<file path="src/rtl/csfr_pkg.sv">
// Function
// - any instruction may target the status register like a normal data register
// - flag-updating instructions block data writes to zero, nibble and carry bits (code: AND blocks only zero, rotates only nibble and carry)
// - timeout and powerdown bits ignore instruction writes
// - clear_file_instr on status clears bank bits, sets zero, keeps others
// - indirect_bank_select picks banks 2-3 when set, banks 0-1 when clear
// - direct_bank_select picks bank 0..3 for direct accesses
// - timeout flag set by power-up, watchdog clear and halt
// - timeout flag cleared when the watchdog timer expires
// - sleep flag set by power-up and watchdog clear
// - sleep flag cleared by halt
// - zero flag reflects a zero operation result
// - add and subtract set nibble carry from bit 3 carry-out
// - add and subtract set carry from the top result bit carry-out
// - for subtraction, carry flags mean no borrow when set
// - subtraction adds the two's complement of the second operand
// - rotates load carry with the bit shifted out
package csfr_pkg;
  localparam int unsigned BIT_CARRY  = 0;
  localparam int unsigned BIT_NIBBLE = 1;
  localparam int unsigned BIT_ZERO   = 2;
  localparam int unsigned BIT_SLEEP  = 3;
  localparam int unsigned BIT_TMO    = 4;
  localparam int unsigned BIT_DBS_LO = 5;
  localparam int unsigned BIT_IBS    = 7;
  localparam logic [7:0] STATUS_RESET = 8'h18;
  localparam logic [7:0] ZERO_BYTE    = 8'h00;
  // byte addresses of the AXI register map
  localparam logic [3:0] ADDR_STATUS = 4'h0;
  localparam logic [3:0] ADDR_OP     = 4'h4;
  localparam logic [3:0] ADDR_IRQST  = 4'h8;
  localparam logic [3:0] ADDR_IRQMSK = 4'hC;
  localparam logic [1:0] RESP_OKAY   = 2'h0;
  localparam logic [1:0] RESP_DECERR = 2'h3;
  // operation codes written into the op register
  typedef enum logic [3:0] {
    CSFR_OP_NONE = 4'h0, CSFR_OP_MOVE  = 4'h1, CSFR_OP_CLR  = 4'h2,
    CSFR_OP_ADD  = 4'h3, CSFR_OP_SUB   = 4'h4, CSFR_OP_AND  = 4'h5,
    CSFR_OP_RRF  = 4'h6, CSFR_OP_RLF   = 4'h7, CSFR_OP_WDTC = 4'h8,
    CSFR_OP_HALT = 4'h9, CSFR_OP_WDTO  = 4'hA
  } csfr_op_t;
  typedef struct packed {
    logic [7:0] res;
    logic       z;
    logic       dc;
    logic       c;
    logic       upd_z;
    logic       upd_dcc;
  } csfr_alu_t;
  typedef struct packed {
    logic [1:0] dbs;
    logic       ibs;
  } csfr_bank_t;
endpackage

</file>
<file path="src/rtl/csfr_alu.sv">
`timescale 1ns/1ps
module csfr_alu
  import csfr_pkg::*;
(
  input  wire csfr_op_t   op,
  input  wire logic [7:0] a,
  input  wire logic [7:0] b,
  input  wire logic       c_in,
  output csfr_alu_t       out
);
  logic [8:0] sum;
  logic [4:0] nib;
  always_comb begin
    out = '0;
    sum = '0;
    nib = '0;
    case (op)
      CSFR_OP_ADD, CSFR_OP_SUB: begin
        // subtraction as a + ~b + 1; carry out then means no borrow
        sum = {1'b0, a} + {1'b0, (op == CSFR_OP_SUB) ? ~b : b}
            + {8'h00, op == CSFR_OP_SUB};
        nib = {1'b0, a[3:0]} + {1'b0, (op == CSFR_OP_SUB) ? ~b[3:0] : b[3:0]}
            + {4'h0, op == CSFR_OP_SUB};
        out.res = sum[7:0];
        out.c = sum[8];
        out.dc = nib[4];
        out.z = (sum[7:0] == ZERO_BYTE);
        out.upd_z = 1'b1;
        out.upd_dcc = 1'b1;
      end
      CSFR_OP_AND: begin
        out.res = a & b;
        out.z = ((a & b) == ZERO_BYTE);
        out.upd_z = 1'b1;
      end
      CSFR_OP_RRF: begin
        out.res = {c_in, a[7:1]};
        out.c = a[0];
        out.dc = 1'b0;
      end
      CSFR_OP_RLF: begin
        out.res = {a[6:0], c_in};
        out.c = a[7];
      end
      CSFR_OP_MOVE: out.res = b;
      default: out = '0;
    endcase
  end
endmodule

</file>
<file path="src/rtl/csfr_top.sv">
// Added by the designer: the AXI4-Lite interface to the registers and the address map.
`timescale 1ns/1ps
module csfr_top
  import csfr_pkg::*;
(
  input  wire logic        REF_CLK,
  input  wire logic        RST_N,
  input  wire logic [3:0]  S_AXI_AWADDR,
  input  wire logic        S_AXI_AWVALID,
  output logic             S_AXI_AWREADY,
  input  wire logic [31:0] S_AXI_WDATA,
  input  wire logic [3:0]  S_AXI_WSTRB,
  input  wire logic        S_AXI_WVALID,
  output logic             S_AXI_WREADY,
  output logic [1:0]       S_AXI_BRESP,
  output logic             S_AXI_BVALID,
  input  wire logic        S_AXI_BREADY,
  input  wire logic [3:0]  S_AXI_ARADDR,
  input  wire logic        S_AXI_ARVALID,
  output logic             S_AXI_ARREADY,
  output logic [31:0]      S_AXI_RDATA,
  output logic [1:0]       S_AXI_RRESP,
  output logic             S_AXI_RVALID,
  input  wire logic        S_AXI_RREADY,
  output logic [1:0]       DIRECT_BANK,
  output logic             INDIRECT_BANK,
  output logic [7:0]       RESULT,
  output logic             IRQ
);
  logic [7:0]  status_r;
  logic [7:0]  result_r;
  logic [2:0]  irq_st_r;
  logic [2:0]  irq_msk_r;
  logic        aw_got_r;
  logic        w_got_r;
  logic [3:0]  awaddr_r;
  logic [31:0] wdata_r;
  logic        wstrb0_r;
  logic        bvalid_r;
  logic [1:0]  bresp_r;
  logic        rvalid_r;
  logic [31:0] rdata_r;
  logic [1:0]  rresp_r;
  logic        wr_fire;
  logic        rd_fire;
  logic        op_go;
  csfr_op_t    op_code;
  logic [7:0]  op_operand;
  logic        op_to_status;
  csfr_alu_t   alu_o;
  logic [7:0]  status_nxt;
  logic [2:0]  ev;
  csfr_bank_t  bank;

  function automatic logic addr_ok(input logic [3:0] a);
    addr_ok = (a == ADDR_STATUS) || (a == ADDR_OP) || (a == ADDR_IRQST) || (a == ADDR_IRQMSK);
  endfunction

  // op register: [3:0] code, [15:8] operand, [16] destination is status
  assign op_code      = csfr_op_t'(wdata_r[3:0]);
  assign op_operand   = wdata_r[15:8];
  assign op_to_status = wdata_r[16];
  assign wr_fire      = aw_got_r && w_got_r && !bvalid_r;
  assign op_go        = wr_fire && (awaddr_r == ADDR_OP) && wstrb0_r;
  assign rd_fire      = S_AXI_ARVALID && S_AXI_ARREADY;

  csfr_alu u_alu (
    .op   (op_code),
    .a    (status_r),
    .b    (op_operand),
    .c_in (status_r[BIT_CARRY]),
    .out  (alu_o)
  );

  always_ff @(posedge REF_CLK or negedge RST_N) begin
    if (!RST_N) begin
      aw_got_r <= 1'b0;
      awaddr_r <= '0;
    end else if (S_AXI_AWVALID && !aw_got_r) begin
      aw_got_r <= 1'b1;
      awaddr_r <= S_AXI_AWADDR;
    end else if (wr_fire) begin
      aw_got_r <= 1'b0;
    end
  end

  always_ff @(posedge REF_CLK or negedge RST_N) begin
    if (!RST_N) begin
      w_got_r  <= 1'b0;
      wdata_r  <= '0;
      wstrb0_r <= 1'b0;
    end else if (S_AXI_WVALID && !w_got_r) begin
      w_got_r  <= 1'b1;
      wdata_r  <= S_AXI_WDATA;
      wstrb0_r <= S_AXI_WSTRB[0];
    end else if (wr_fire) begin
      w_got_r <= 1'b0;
    end
  end

  assign S_AXI_AWREADY = !aw_got_r;
  assign S_AXI_WREADY  = !w_got_r;

  always_ff @(posedge REF_CLK or negedge RST_N) begin
    if (!RST_N) begin
      bvalid_r <= 1'b0;
      bresp_r  <= RESP_OKAY;
    end else if (wr_fire) begin
      bvalid_r <= 1'b1;
      bresp_r  <= addr_ok(awaddr_r) ? RESP_OKAY : RESP_DECERR;
    end else if (S_AXI_BREADY) begin
      bvalid_r <= 1'b0;
    end
  end

  // next status: direct store, then flag logic overrides, then events
  always_comb begin
    status_nxt = status_r;
    if (wr_fire && (awaddr_r == ADDR_STATUS) && wstrb0_r) begin
      status_nxt[BIT_IBS:BIT_DBS_LO] = wdata_r[BIT_IBS:BIT_DBS_LO];
      status_nxt[BIT_ZERO:BIT_CARRY] = wdata_r[BIT_ZERO:BIT_CARRY];
    end
    if (op_go) begin
      case (op_code)
        CSFR_OP_CLR: begin
          if (op_to_status) begin
            status_nxt[BIT_IBS:BIT_DBS_LO] = 3'h0;
          end
          status_nxt[BIT_ZERO] = 1'b1;
        end
        CSFR_OP_WDTC: begin
          status_nxt[BIT_TMO]   = 1'b1;
          status_nxt[BIT_SLEEP] = 1'b1;
        end
        CSFR_OP_HALT: begin
          status_nxt[BIT_TMO]   = 1'b1;
          status_nxt[BIT_SLEEP] = 1'b0;
        end
        CSFR_OP_WDTO: status_nxt[BIT_TMO] = 1'b0;
        default: begin
          if (op_to_status) begin
            // bank bits always take data; a flag bit takes data only when the op does not update it (rotates keep nibble, load carry with the bit shifted out)
            status_nxt[BIT_IBS:BIT_DBS_LO] = alu_o.res[BIT_IBS:BIT_DBS_LO];
            if (!alu_o.upd_z) begin
              status_nxt[BIT_ZERO] = alu_o.res[BIT_ZERO];
            end
            if (!alu_o.upd_dcc && op_code != CSFR_OP_RRF && op_code != CSFR_OP_RLF) begin
              status_nxt[BIT_NIBBLE:BIT_CARRY] = alu_o.res[BIT_NIBBLE:BIT_CARRY];
            end
          end
          if (alu_o.upd_z) begin
            status_nxt[BIT_ZERO] = alu_o.z;
          end
          if (alu_o.upd_dcc) begin
            status_nxt[BIT_NIBBLE] = alu_o.dc;
            status_nxt[BIT_CARRY]  = alu_o.c;
          end
          if (op_code == CSFR_OP_RRF || op_code == CSFR_OP_RLF) begin
            status_nxt[BIT_CARRY] = alu_o.c;
          end
        end
      endcase
    end
  end

  always_ff @(posedge REF_CLK or negedge RST_N) begin
    if (!RST_N) begin
      status_r <= STATUS_RESET;
    end else begin
      status_r <= status_nxt;
    end
  end

  always_ff @(posedge REF_CLK or negedge RST_N) begin
    if (!RST_N) begin
      result_r <= '0;
    end else if (op_go) begin
      result_r <= alu_o.res;
    end
  end

  // events: 0 watchdog expiry, 1 halt entered, 2 zero result
  assign ev[0] = op_go && (op_code == CSFR_OP_WDTO);
  assign ev[1] = op_go && (op_code == CSFR_OP_HALT);
  assign ev[2] = op_go && alu_o.upd_z && alu_o.z;

  // set wins over the read clear
  always_ff @(posedge REF_CLK or negedge RST_N) begin
    if (!RST_N) begin
      irq_st_r <= '0;
    end else begin
      irq_st_r <= ((rd_fire && S_AXI_ARADDR == ADDR_IRQST) ? 3'h0 : irq_st_r) | ev;
    end
  end

  always_ff @(posedge REF_CLK or negedge RST_N) begin
    if (!RST_N) begin
      irq_msk_r <= '0;
    end else if (wr_fire && (awaddr_r == ADDR_IRQMSK) && wstrb0_r) begin
      irq_msk_r <= wdata_r[2:0];
    end
  end

  always_ff @(posedge REF_CLK or negedge RST_N) begin
    if (!RST_N) begin
      rvalid_r <= 1'b0;
      rdata_r  <= '0;
      rresp_r  <= RESP_OKAY;
    end else if (rd_fire) begin
      rvalid_r <= 1'b1;
      rresp_r  <= addr_ok(S_AXI_ARADDR) ? RESP_OKAY : RESP_DECERR;
      case (S_AXI_ARADDR)
        ADDR_STATUS: rdata_r <= {24'h000000, status_r};
        ADDR_OP:     rdata_r <= {24'h000000, result_r};
        ADDR_IRQST:  rdata_r <= {29'h0, irq_st_r};
        ADDR_IRQMSK: rdata_r <= {29'h0, irq_msk_r};
        default:     rdata_r <= '0;
      endcase
    end else if (S_AXI_RREADY) begin
      rvalid_r <= 1'b0;
    end
  end

  assign S_AXI_ARREADY = !rvalid_r;
  assign S_AXI_BVALID  = bvalid_r;
  assign S_AXI_BRESP   = bresp_r;
  assign S_AXI_RVALID  = rvalid_r;
  assign S_AXI_RDATA   = rdata_r;
  assign S_AXI_RRESP   = rresp_r;

  assign bank = '{dbs: status_r[BIT_DBS_LO+1:BIT_DBS_LO], ibs: status_r[BIT_IBS]};
  assign DIRECT_BANK   = bank.dbs;
  assign INDIRECT_BANK = bank.ibs;
  assign RESULT        = result_r;

  always_ff @(posedge REF_CLK or negedge RST_N) begin
    if (!RST_N) begin
      IRQ <= 1'b0;
    end else begin
      IRQ <= |(irq_st_r & irq_msk_r);
    end
  end

  AST_CLR_STATUS: assert property (@(posedge REF_CLK) disable iff (!RST_N)
    op_go && op_code == CSFR_OP_CLR && op_to_status |=>
    status_r[BIT_IBS:BIT_DBS_LO] == 3'h0 && status_r[BIT_ZERO]
    && status_r[BIT_TMO] == $past(status_r[BIT_TMO]))
    else $error("clear of status wrong");
  AST_RO_BITS: assert property (@(posedge REF_CLK) disable iff (!RST_N)
    wr_fire && awaddr_r == ADDR_STATUS |=> $stable(status_r[BIT_TMO:BIT_SLEEP]))
    else $error("read-only bits changed");
  AST_WDTC: assert property (@(posedge REF_CLK) disable iff (!RST_N)
    op_go && op_code == CSFR_OP_WDTC |=> status_r[BIT_TMO] && status_r[BIT_SLEEP])
    else $error("watchdog clear flags wrong");
  AST_WDTO: assert property (@(posedge REF_CLK) disable iff (!RST_N)
    op_go && op_code == CSFR_OP_WDTO |=> !status_r[BIT_TMO])
    else $error("timeout flag not cleared");
  AST_HALT: assert property (@(posedge REF_CLK) disable iff (!RST_N)
    op_go && op_code == CSFR_OP_HALT |=> status_r[BIT_TMO] && !status_r[BIT_SLEEP])
    else $error("halt flags wrong");
  AST_ADD_C: assert property (@(posedge REF_CLK) disable iff (!RST_N)
    op_go && op_code == CSFR_OP_ADD |=>
    status_r[BIT_CARRY] == ({1'b0, $past(status_r)} + {1'b0, $past(op_operand)} > 9'h0FF))
    else $error("add carry wrong");
  AST_SUB_C: assert property (@(posedge REF_CLK) disable iff (!RST_N)
    op_go && op_code == CSFR_OP_SUB |=>
    status_r[BIT_CARRY] == ($past(status_r) >= $past(op_operand)))
    else $error("subtract borrow wrong");
  AST_ZERO: assert property (@(posedge REF_CLK) disable iff (!RST_N)
    op_go && alu_o.upd_z |=> status_r[BIT_ZERO] == (result_r == ZERO_BYTE))
    else $error("zero flag wrong");
  AST_IRQ: assert property (@(posedge REF_CLK) disable iff (!RST_N)
    |(irq_st_r & irq_msk_r) |=> IRQ)
    else $error("irq not raised");
  COV_ADD: cover property (@(posedge REF_CLK) disable iff (!RST_N) op_go && op_code == CSFR_OP_ADD);
  COV_HALT: cover property (@(posedge REF_CLK) disable iff (!RST_N) op_go && op_code == CSFR_OP_HALT);
  COV_IRQ: cover property (@(posedge REF_CLK) disable iff (!RST_N) IRQ);
endmodule

</file>
<file path="config.mk">
export PLATFORM = sky130hd
export DESIGN_NAME = csfr_top
export DESIGN_NICKNAME = d
export VERILOG_FILES = /design/src/rtl/csfr_pkg.sv /design/src/rtl/csfr_alu.sv /design/src/rtl/csfr_top.sv
export SDC_FILE = /design/constraint.sdc
export NUM_CORES = 1
export LEC_CHECK = 0
export ABC_AREA = 1
export BUFFER_PORTS_ARGS = -buffer_cell sky130_fd_sc_hd__buf_2
export CAP_MARGIN = 20
export CORE_MARGIN = 2
export CORE_UTILIZATION = 25
export DETAILED_ROUTE_END_ITERATION = 10
export GPL_TIMING_DRIVEN = 1
export PLACE_DENSITY_LB_ADDON = 0.3
export SLEW_MARGIN = 20
export SYNTH_ARGS = -nofsm -noshare
export SYNTH_HDL_FRONTEND = slang
export SYNTH_SLANG_ARGS = --single-unit
</file>
<file path="constraint.sdc">
create_clock -name REF_CLK -period 4.2 [get_ports REF_CLK]
set_input_delay 0.84 -clock REF_CLK [delete_from_list [all_inputs] [get_ports REF_CLK]]
set_output_delay 0.84 -clock REF_CLK [all_outputs]
set_load 0.05 [all_outputs]
</file>
## Word level (Yosys, flattened, before mapping)

Index checks and enable logic that the tools add are counted.

- Flip-flop bits (word level): 85
- Bits in latches: 0
- Memory bits (writable): 0
- ROM bits: 0
- Input port bits: 51
- Output and inout port bits: 53
- Word-level logic and storage cells: 127
- Memories: 0

- Add/sub/neg operators: 4
- Multipliers: 0
- Divide/modulo/power cells: 0
- Order comparisons: 0
- Equality and inequality tests: 18
- Shift-type cells: 0
- Muxes and demuxes: 35
- Bitwise logic cells: 5
- Reduce and logical (&&, ||, !) cells: 48

Operators with widths:

| operator | count |
|---|---|
| one-hot mux 8 bit (5 select lines) | 1 |
| one-hot mux 8 bit (4 select lines) | 1 |
| equality test 4 bit, second input constant | 7 |
| equality test 4 x 3 -> 1 bit, second input constant | 6 |
| logical AND 1 bit | 18 |
| two-way mux 3 bit | 6 |
| logical NOT 8 bit | 2 |
| two-way mux 8 bit | 2 |
| two-way mux 1 bit | 13 |
| nonzero test 2 bit | 6 |
| two-way mux 2 bit | 5 |
| adder 8 x 8 -> 9 bit | 1 |
| adder 9 x 1 -> 9 bit | 1 |
| OR reduction 3 bit | 3 |
| bitwise AND 8 bit | 1 |
| equality test 4 x 2 -> 1 bit, second input constant | 2 |
| logical NOT 4 bit | 2 |
| inequality test 4 x 3 -> 1 bit, second input constant | 2 |
| inverter 8 bit | 1 |
| one-hot mux 1 bit (2 select lines) | 4 |
| logical OR 1 bit | 7 |
| one-hot mux 3 bit (2 select lines) | 1 |
| adder 4 x 4 -> 5 bit | 1 |
| adder 5 x 1 -> 5 bit | 1 |
| other kinds (10) | 16 |

## Depth between registers and ports, before layout

- Depth after elaboration: 12
- Depth in mapped cells: 17
- Gate-level depth less buffers: 17

## Hierarchy

Synthesis repeated with hierarchy kept, for this count alone.

- Cells, all modules: 490
- Area, all modules: 3,794.9 sq um

Modules (own cells, without submodules):

| module | times used | cells an instance | area an instance (sq um) | sequential area each (sq um) |
|---|---|---|---|---|
| csfr_top | 1 | 324 | 2,859.0 | 1,453.9 |
| csfr_alu | 1 | 166 | 935.9 | 0.0 |

## Worst setup path before layout

Ideal clock, no wire load.

- Kind: flip-flop to flip-flop
- Start point: register wdata_r[2]
- End point: register status_r[2]
- Setup time: 0.063 ns
- Arrival: 2.091 ns
- Data required time: 4.137 ns
- Setup slack: 2.047 ns
- Stages on the path, launching flop included: 15
- Path buffers: 0
- Clock period less this slack: 2.153 ns
- Cells stage by stage: dfrtp_1 -> inv_2 -> nor2_8 -> nand2_4 -> xor2_1 -> fa_1 -> nand3_1 -> nand2_1 -> xnor2_1 -> nand2_1 -> nor2_1 -> nand3_1 -> nand3_1 -> nand2_1 -> inv_1

- Cells in the longest elaborated chain, start to end: 10
- Elaborated cells on any way between the ends: 26
- Those cells by class: add/sub (2); eq/ne (10); mux (10); reduce/logical (4)

RTL lines:

| item | RTL line | source |
|---|---|---|
| start, declared | csfr_top.sv:37 | `logic [31:0] wdata_r;` |
| start signal, assigned | csfr_top.sv:90 | `wdata_r <= '0;` |
| start signal, assigned | csfr_top.sv:94 | `wdata_r <= S_AXI_WDATA;` |
| equality test 4 x 3 -> 1 bit | csfr_alu.sv:17, csfr_alu.sv:20, csfr_alu.sv:21 |  |
| two-way mux 8 bit | csfr_alu.sv:20 | `sum = {1'b0, a} + {1'b0, (op == CSFR_OP_SUB) ? ~b : b}` |
| adder 8 x 8 -> 9 bit | csfr_alu.sv:20 |  |
| adder 9 x 1 -> 9 bit | csfr_alu.sv:21 | `+ {8'h00, op == CSFR_OP_SUB};` |
| one-hot mux 8 bit (5 select lines) | csfr_alu.sv:17 | `case (op)` |
| two-way mux 1 bit | csfr_top.sv:144 | `if (!alu_o.upd_z) begin` |
| two-way mux 3 bit | csfr_top.sv:141 | `if (op_to_status) begin` |
| two-way mux 1 bit | csfr_top.sv:151 | `if (alu_o.upd_z) begin` |
| one-hot mux 1 bit (2 select lines) | csfr_top.sv:124 | `case (op_code)` |
| two-way mux 8 bit * | csfr_top.sv:123 | `if (op_go) begin` |
| via status_nxt[2] | csfr_top.sv:51 | `logic [7:0] status_nxt;` |
| end signal, assigned | csfr_top.sv:170 | `status_r <= status_nxt;` |
| end, declared | csfr_top.sv:30 | `logic [7:0] status_r;` |

Mark *: on every way through the listed nets, which the timed path passes. The rest lies on a longest branch.
A chain may end at the register's enable or synchronous reset.

## Worst setup path in the final report

- Start point: register wdata_r[2]
- End point: register irq_st_r[2]

- Cells in the longest elaborated chain, start to end: 8
- Elaborated cells on any way between the ends: 14
- Those cells by class: add/sub (2); eq/ne (3); mux (3); bitwise (1); reduce/logical (5)

RTL lines:

| item | RTL line | source |
|---|---|---|
| equality test 4 x 3 -> 1 bit | csfr_alu.sv:17, csfr_alu.sv:20, csfr_alu.sv:21 |  |
| two-way mux 8 bit | csfr_alu.sv:20 |  |
| adder 8 x 8 -> 9 bit | csfr_alu.sv:20 |  |
| adder 9 x 1 -> 9 bit | csfr_alu.sv:21 |  |
| logical NOT 8 bit | csfr_alu.sv:27 | `out.z = (sum[7:0] == ZERO_BYTE);` |
| one-hot mux 1 bit (2 select lines) | csfr_alu.sv:17 |  |
| logical AND 1 bit * | csfr_top.sv:185 | `assign ev[2] = op_go && alu_o.upd_z && alu_o.z;` |
| bitwise OR 3 bit * | csfr_top.sv:192 | `irq_st_r <= ((rd_fire && S_AXI_ARADDR == ADDR_IRQST) ? 3'h0 : irq_st_r) \| ev;` |
| end signal, assigned | csfr_top.sv:192 |  |
| end, declared | csfr_top.sv:32 | `logic [2:0] irq_st_r;` |

Every way passes the cells marked *; elsewhere a longest branch is shown, timed or not.

==> impl_metrics.py <==
metrics = {
    "status": {
        "status": "complete, no violations",
    },
    "cells_and_area": {
        "fin_cells": 716,
        "fin_nets": 592,
        "diodes": 0,
        "area_growth_syn_to_layout_pct": 20.0,
        "final_util": 0.308,
        "final_layout_size_suffix_gt1_frac": 0.188,
    },
    "synth": {
        "yosysTopAreaCellShare": 0.390,
        "synth_edf_count": 0,
        "synth_top_flop_cell": "dfrtp_1",
        "yosys_warnings": 0,
        "synth.most_common_cell": "nand2_1",
        "synthCells": 471,
        "ys_seq_elements": 58,
        "synth.area.top_cells": "dfrtp_1 (39%), nand2_1 (13%), buf_4 (5.8%), inv_1 (5.2%), nor2_1 (4.1%)",
        "synth_common_cells": "nand2_1 (126), dfrtp_1 (56), inv_1 (50), nor2_1 (39), buf_4 (28)",
        "yosysTopAreaCell": "dfrtp_1",
        "seq_area_frac_synth": 0.404,
        "postSynthAreaPerCell_um2": 7.63,
        "syn_area_mm2": 0.00359,
        "synth_cell_type_count": 41,
        "async_reset_ff_frac": 1.00,
    },
    "timing": {
        "layout_setup_ws_ns": 1.52,
        "slew_headroom": 0.320,
        "hold_viol": 0,
        "max_clock_freq_ghz": 0.373,
        "worstMarginPinSlew_ns": 1.02,
        "setup_violations": 0,
        "fin_skew_ns": 0.00778,
        "setup-tns-final_ns": 0,
        "maxSlewViolCount": 0,
        "fin_crit_ns": 2.68,
        "post-route-period-util": 0.638,
        "rsz0062_at_grt": "no",
    },
    "floorplan": {
        "start_util": 0.257,
        "rows": 43,
        "ios": 104,
        "dieArea_mm2": 0.0154,
        "core_mm2": 0.0140,
        "die_w_um": 124,
        "die_h_um": 124,
    },
    "clock_network": {
        "cts_made_buffers": 9,
        "cts-resized-gates": 0,
        "htree_levels": 3,
        "ctsLongestPathBuffers": 2,
        "cts.sinks": 58,
        "root_buffer": "clkbuf_16",
        "holdBufCountCts": 0,
        "clkTransAtPathRegs_ns": 0.05,
        "insertion_delay_ns": 0.33,
        "tritoncts": "built",
        "post_cts_buffers": 0,
    },
    "placed_design": {
        "dpl.cell_count": 700,
        "port_buffers": 60,
        "preCtsSetupSlack_ns": 1.55,
        "dp_hpwl_mm": 8.01,
        "gp_congestion": 0.972,
    },
    "run": {
        "cap_viol_max_count": 0,
    },
    "detailed_routing": {
        "post-route-drc-count": 0,
        "vias": 3296,
        "ant_nets": 0,
        "drtIter0Drc": 227,
        "avgViaCountPerCell": 4.60,
        "wire_per_inst_um": 14.3,
        "wirelength_mm": 10.3,
        "first_pass_iters": 5,
    },
    "global_routing": {
        "grt_first_pass_wirelength_mm": 16.6,
        "antenna_found_initial": 0,
        "grt_pass1_vias": 3278,
        "grt_overflow": 0,
        "grt_max_degree": 44,
        "grt_usage": 0.142,
    },
    "critical_path": {
        "crit_path_max_fanout": 8,
        "slowest_stage": "dfrtp_1",
        "required_ns": 4.47,
        "cp_cell_sequence": "inv_2, nor2_8, nand2_4, xor2_1, fa_1, nand3_1, nand2_1, xnor2_1, nand2_1, nor2_1, nand3_1, nand2_1, nand2_1, nand2_1",
        "crit_family": "simple AND/OR/NAND/NOR gates",
        "worstSetupStartpointType": "flop",
        "crit_path_frequent_cell": "nand2_1",
        "crit_type": "reg2reg",
        "path_buf_inv": 1,
        "cp_data_arrival_time_ns": 2.95,
        "max_stage_delay_ns": 0.49,
        "worstSetupEndpointType": "flop",
    },
    "power": {
        "p_leak_nw": 2.22,
        "vdd_drop_max_v": 0.000304,
        "power_density_mw_per_mm2": 803,
    },
    "min_path": {
        "min_path_type": "reg2reg",
    },
}
-- power by group --
part | leakage [nW] | switching, mW | internal, mW | total [mW]
clock network | 0.158 | 0.262 | 0.577 | 0.839
logic | 1.35 | 1.17 | 0.498 | 1.67
registers | 0.714 | 0.198 | 0.758 | 0.956
total | 2.22 | 1.63 | 1.83 | 3.47
-- area by class of cell --
| type | instances | area [um^2] |
|---|---|---|
| clock buffers | 9 | 225 |
| clock inverters | 7 | 118 |
| fillers | 1546 | 9670 |
| inverters | 54 | 203 |
| multi-input cells | 347 | 1780 |
| flip-flops and latches | 58 | 1450 |
| well taps | 180 | 225 |
| repair buffers | 61 | 310 |
-- placed cells by master, fill, tap and decap left out, types with 3 or more instances in the layout --
cell and instances:
nand2_1 126, ha_1 9, nor3_1 10, clkbuf_16 9
o21ai_1 3, buf_2 59, inv_2 4, mux2_2 7
nand2_2 4, xnor2_1 3, nand4_1 3, xor2_1 6
dfrtp_1 56, a21oi_1 24, nor2_1 39, bufinv_16 3
clkinvlp_4 3, inv_1 50, o211ai_1 5, o21ai_0 25
o22ai_1 15, nand3_1 22, conb_1 24
-- kinds of logic (layout without fill, tap and decap cells) --
kind of cell / after synthesis / in the layout / synth area share
DFF: 58 / 58 / 0.404
xor gates and xnor gates: 9 / 9 / 0.0219
and+or+nand+nor: 211 / 211 / 0.249
adders and majority gates: 10 / 10 / 0.0369
muxes: 7 / 7 / 0.0219
other: 1 / 24 / 0.00104
buffers and inverters: 89 / 131 / 0.125
AOI/OAI and AO/OA: 86 / 86 / 0.140
-- metrics by stage --
step	instance area [um^2]	hold slack [ns]	power (mW)
final	4310	0.472	3.47
after CTS	4310	0.479	3.49
after global routing	4310	0.509	3.75
after detailed placement	3970	0.463	2.62
after floorplan	3680	0.470	2.22
after global placement	3970	0.459	2.61
-- tightest hold or removal path, delay by kind of cell, from the launching register on --
family           cells  cell delay (ns)
flip-flops           1             0.33
AND/OR/NAND/NOR      2             0.10
-- metal layers --
layer,vias up,wire length (um),track usage,share of wire
li1,1615,-,-,-
met1,1542,4780,0.191,0.46
met2,126,4560,0.224,0.44
met3,13,791,0.0421,0.077
met4,0,139,0.0365,0.014
met5,-,0,0,0
-- sequential cells by signal, summed over array words and instances, names as in the netlist, 3 cells and up --
name,flops
irq_msk_r,3
wdata_r,16
status_r,8
awaddr_r,4
S_AXI_RDATA,8
RESULT,8
irq_st_r,3
-- path summary, 6_finish.rpt --
check / cells after the start / start / slack (ns) / endpoint
hold reg to reg: 2 / S_AXI_RDATA[0]$_DFFE_PN0P_ / 0.47 / S_AXI_RDATA[0]$_DFFE_PN0P_
setup reg to reg: 14 / wdata_r[2]$_DFFE_PN0P_ / 1.52 / irq_st_r[2]$_DFF_PN0_
hold / removal: 2 / S_AXI_RDATA[0]$_DFFE_PN0P_ / 0.47 / S_AXI_RDATA[0]$_DFFE_PN0P_
setup / recovery: 14 / wdata_r[2]$_DFFE_PN0P_ / 1.52 / irq_st_r[2]$_DFF_PN0_
max in group asynchronous: 2 / RST_N / 3.04 / S_AXI_BVALID$_DFFE_PN0P_
min in group asynchronous: 1 / RST_N / 0.51 / RESULT[4]$_DFFE_PN0P_
No activity file was read; power rests on OpenSTA's default activity.
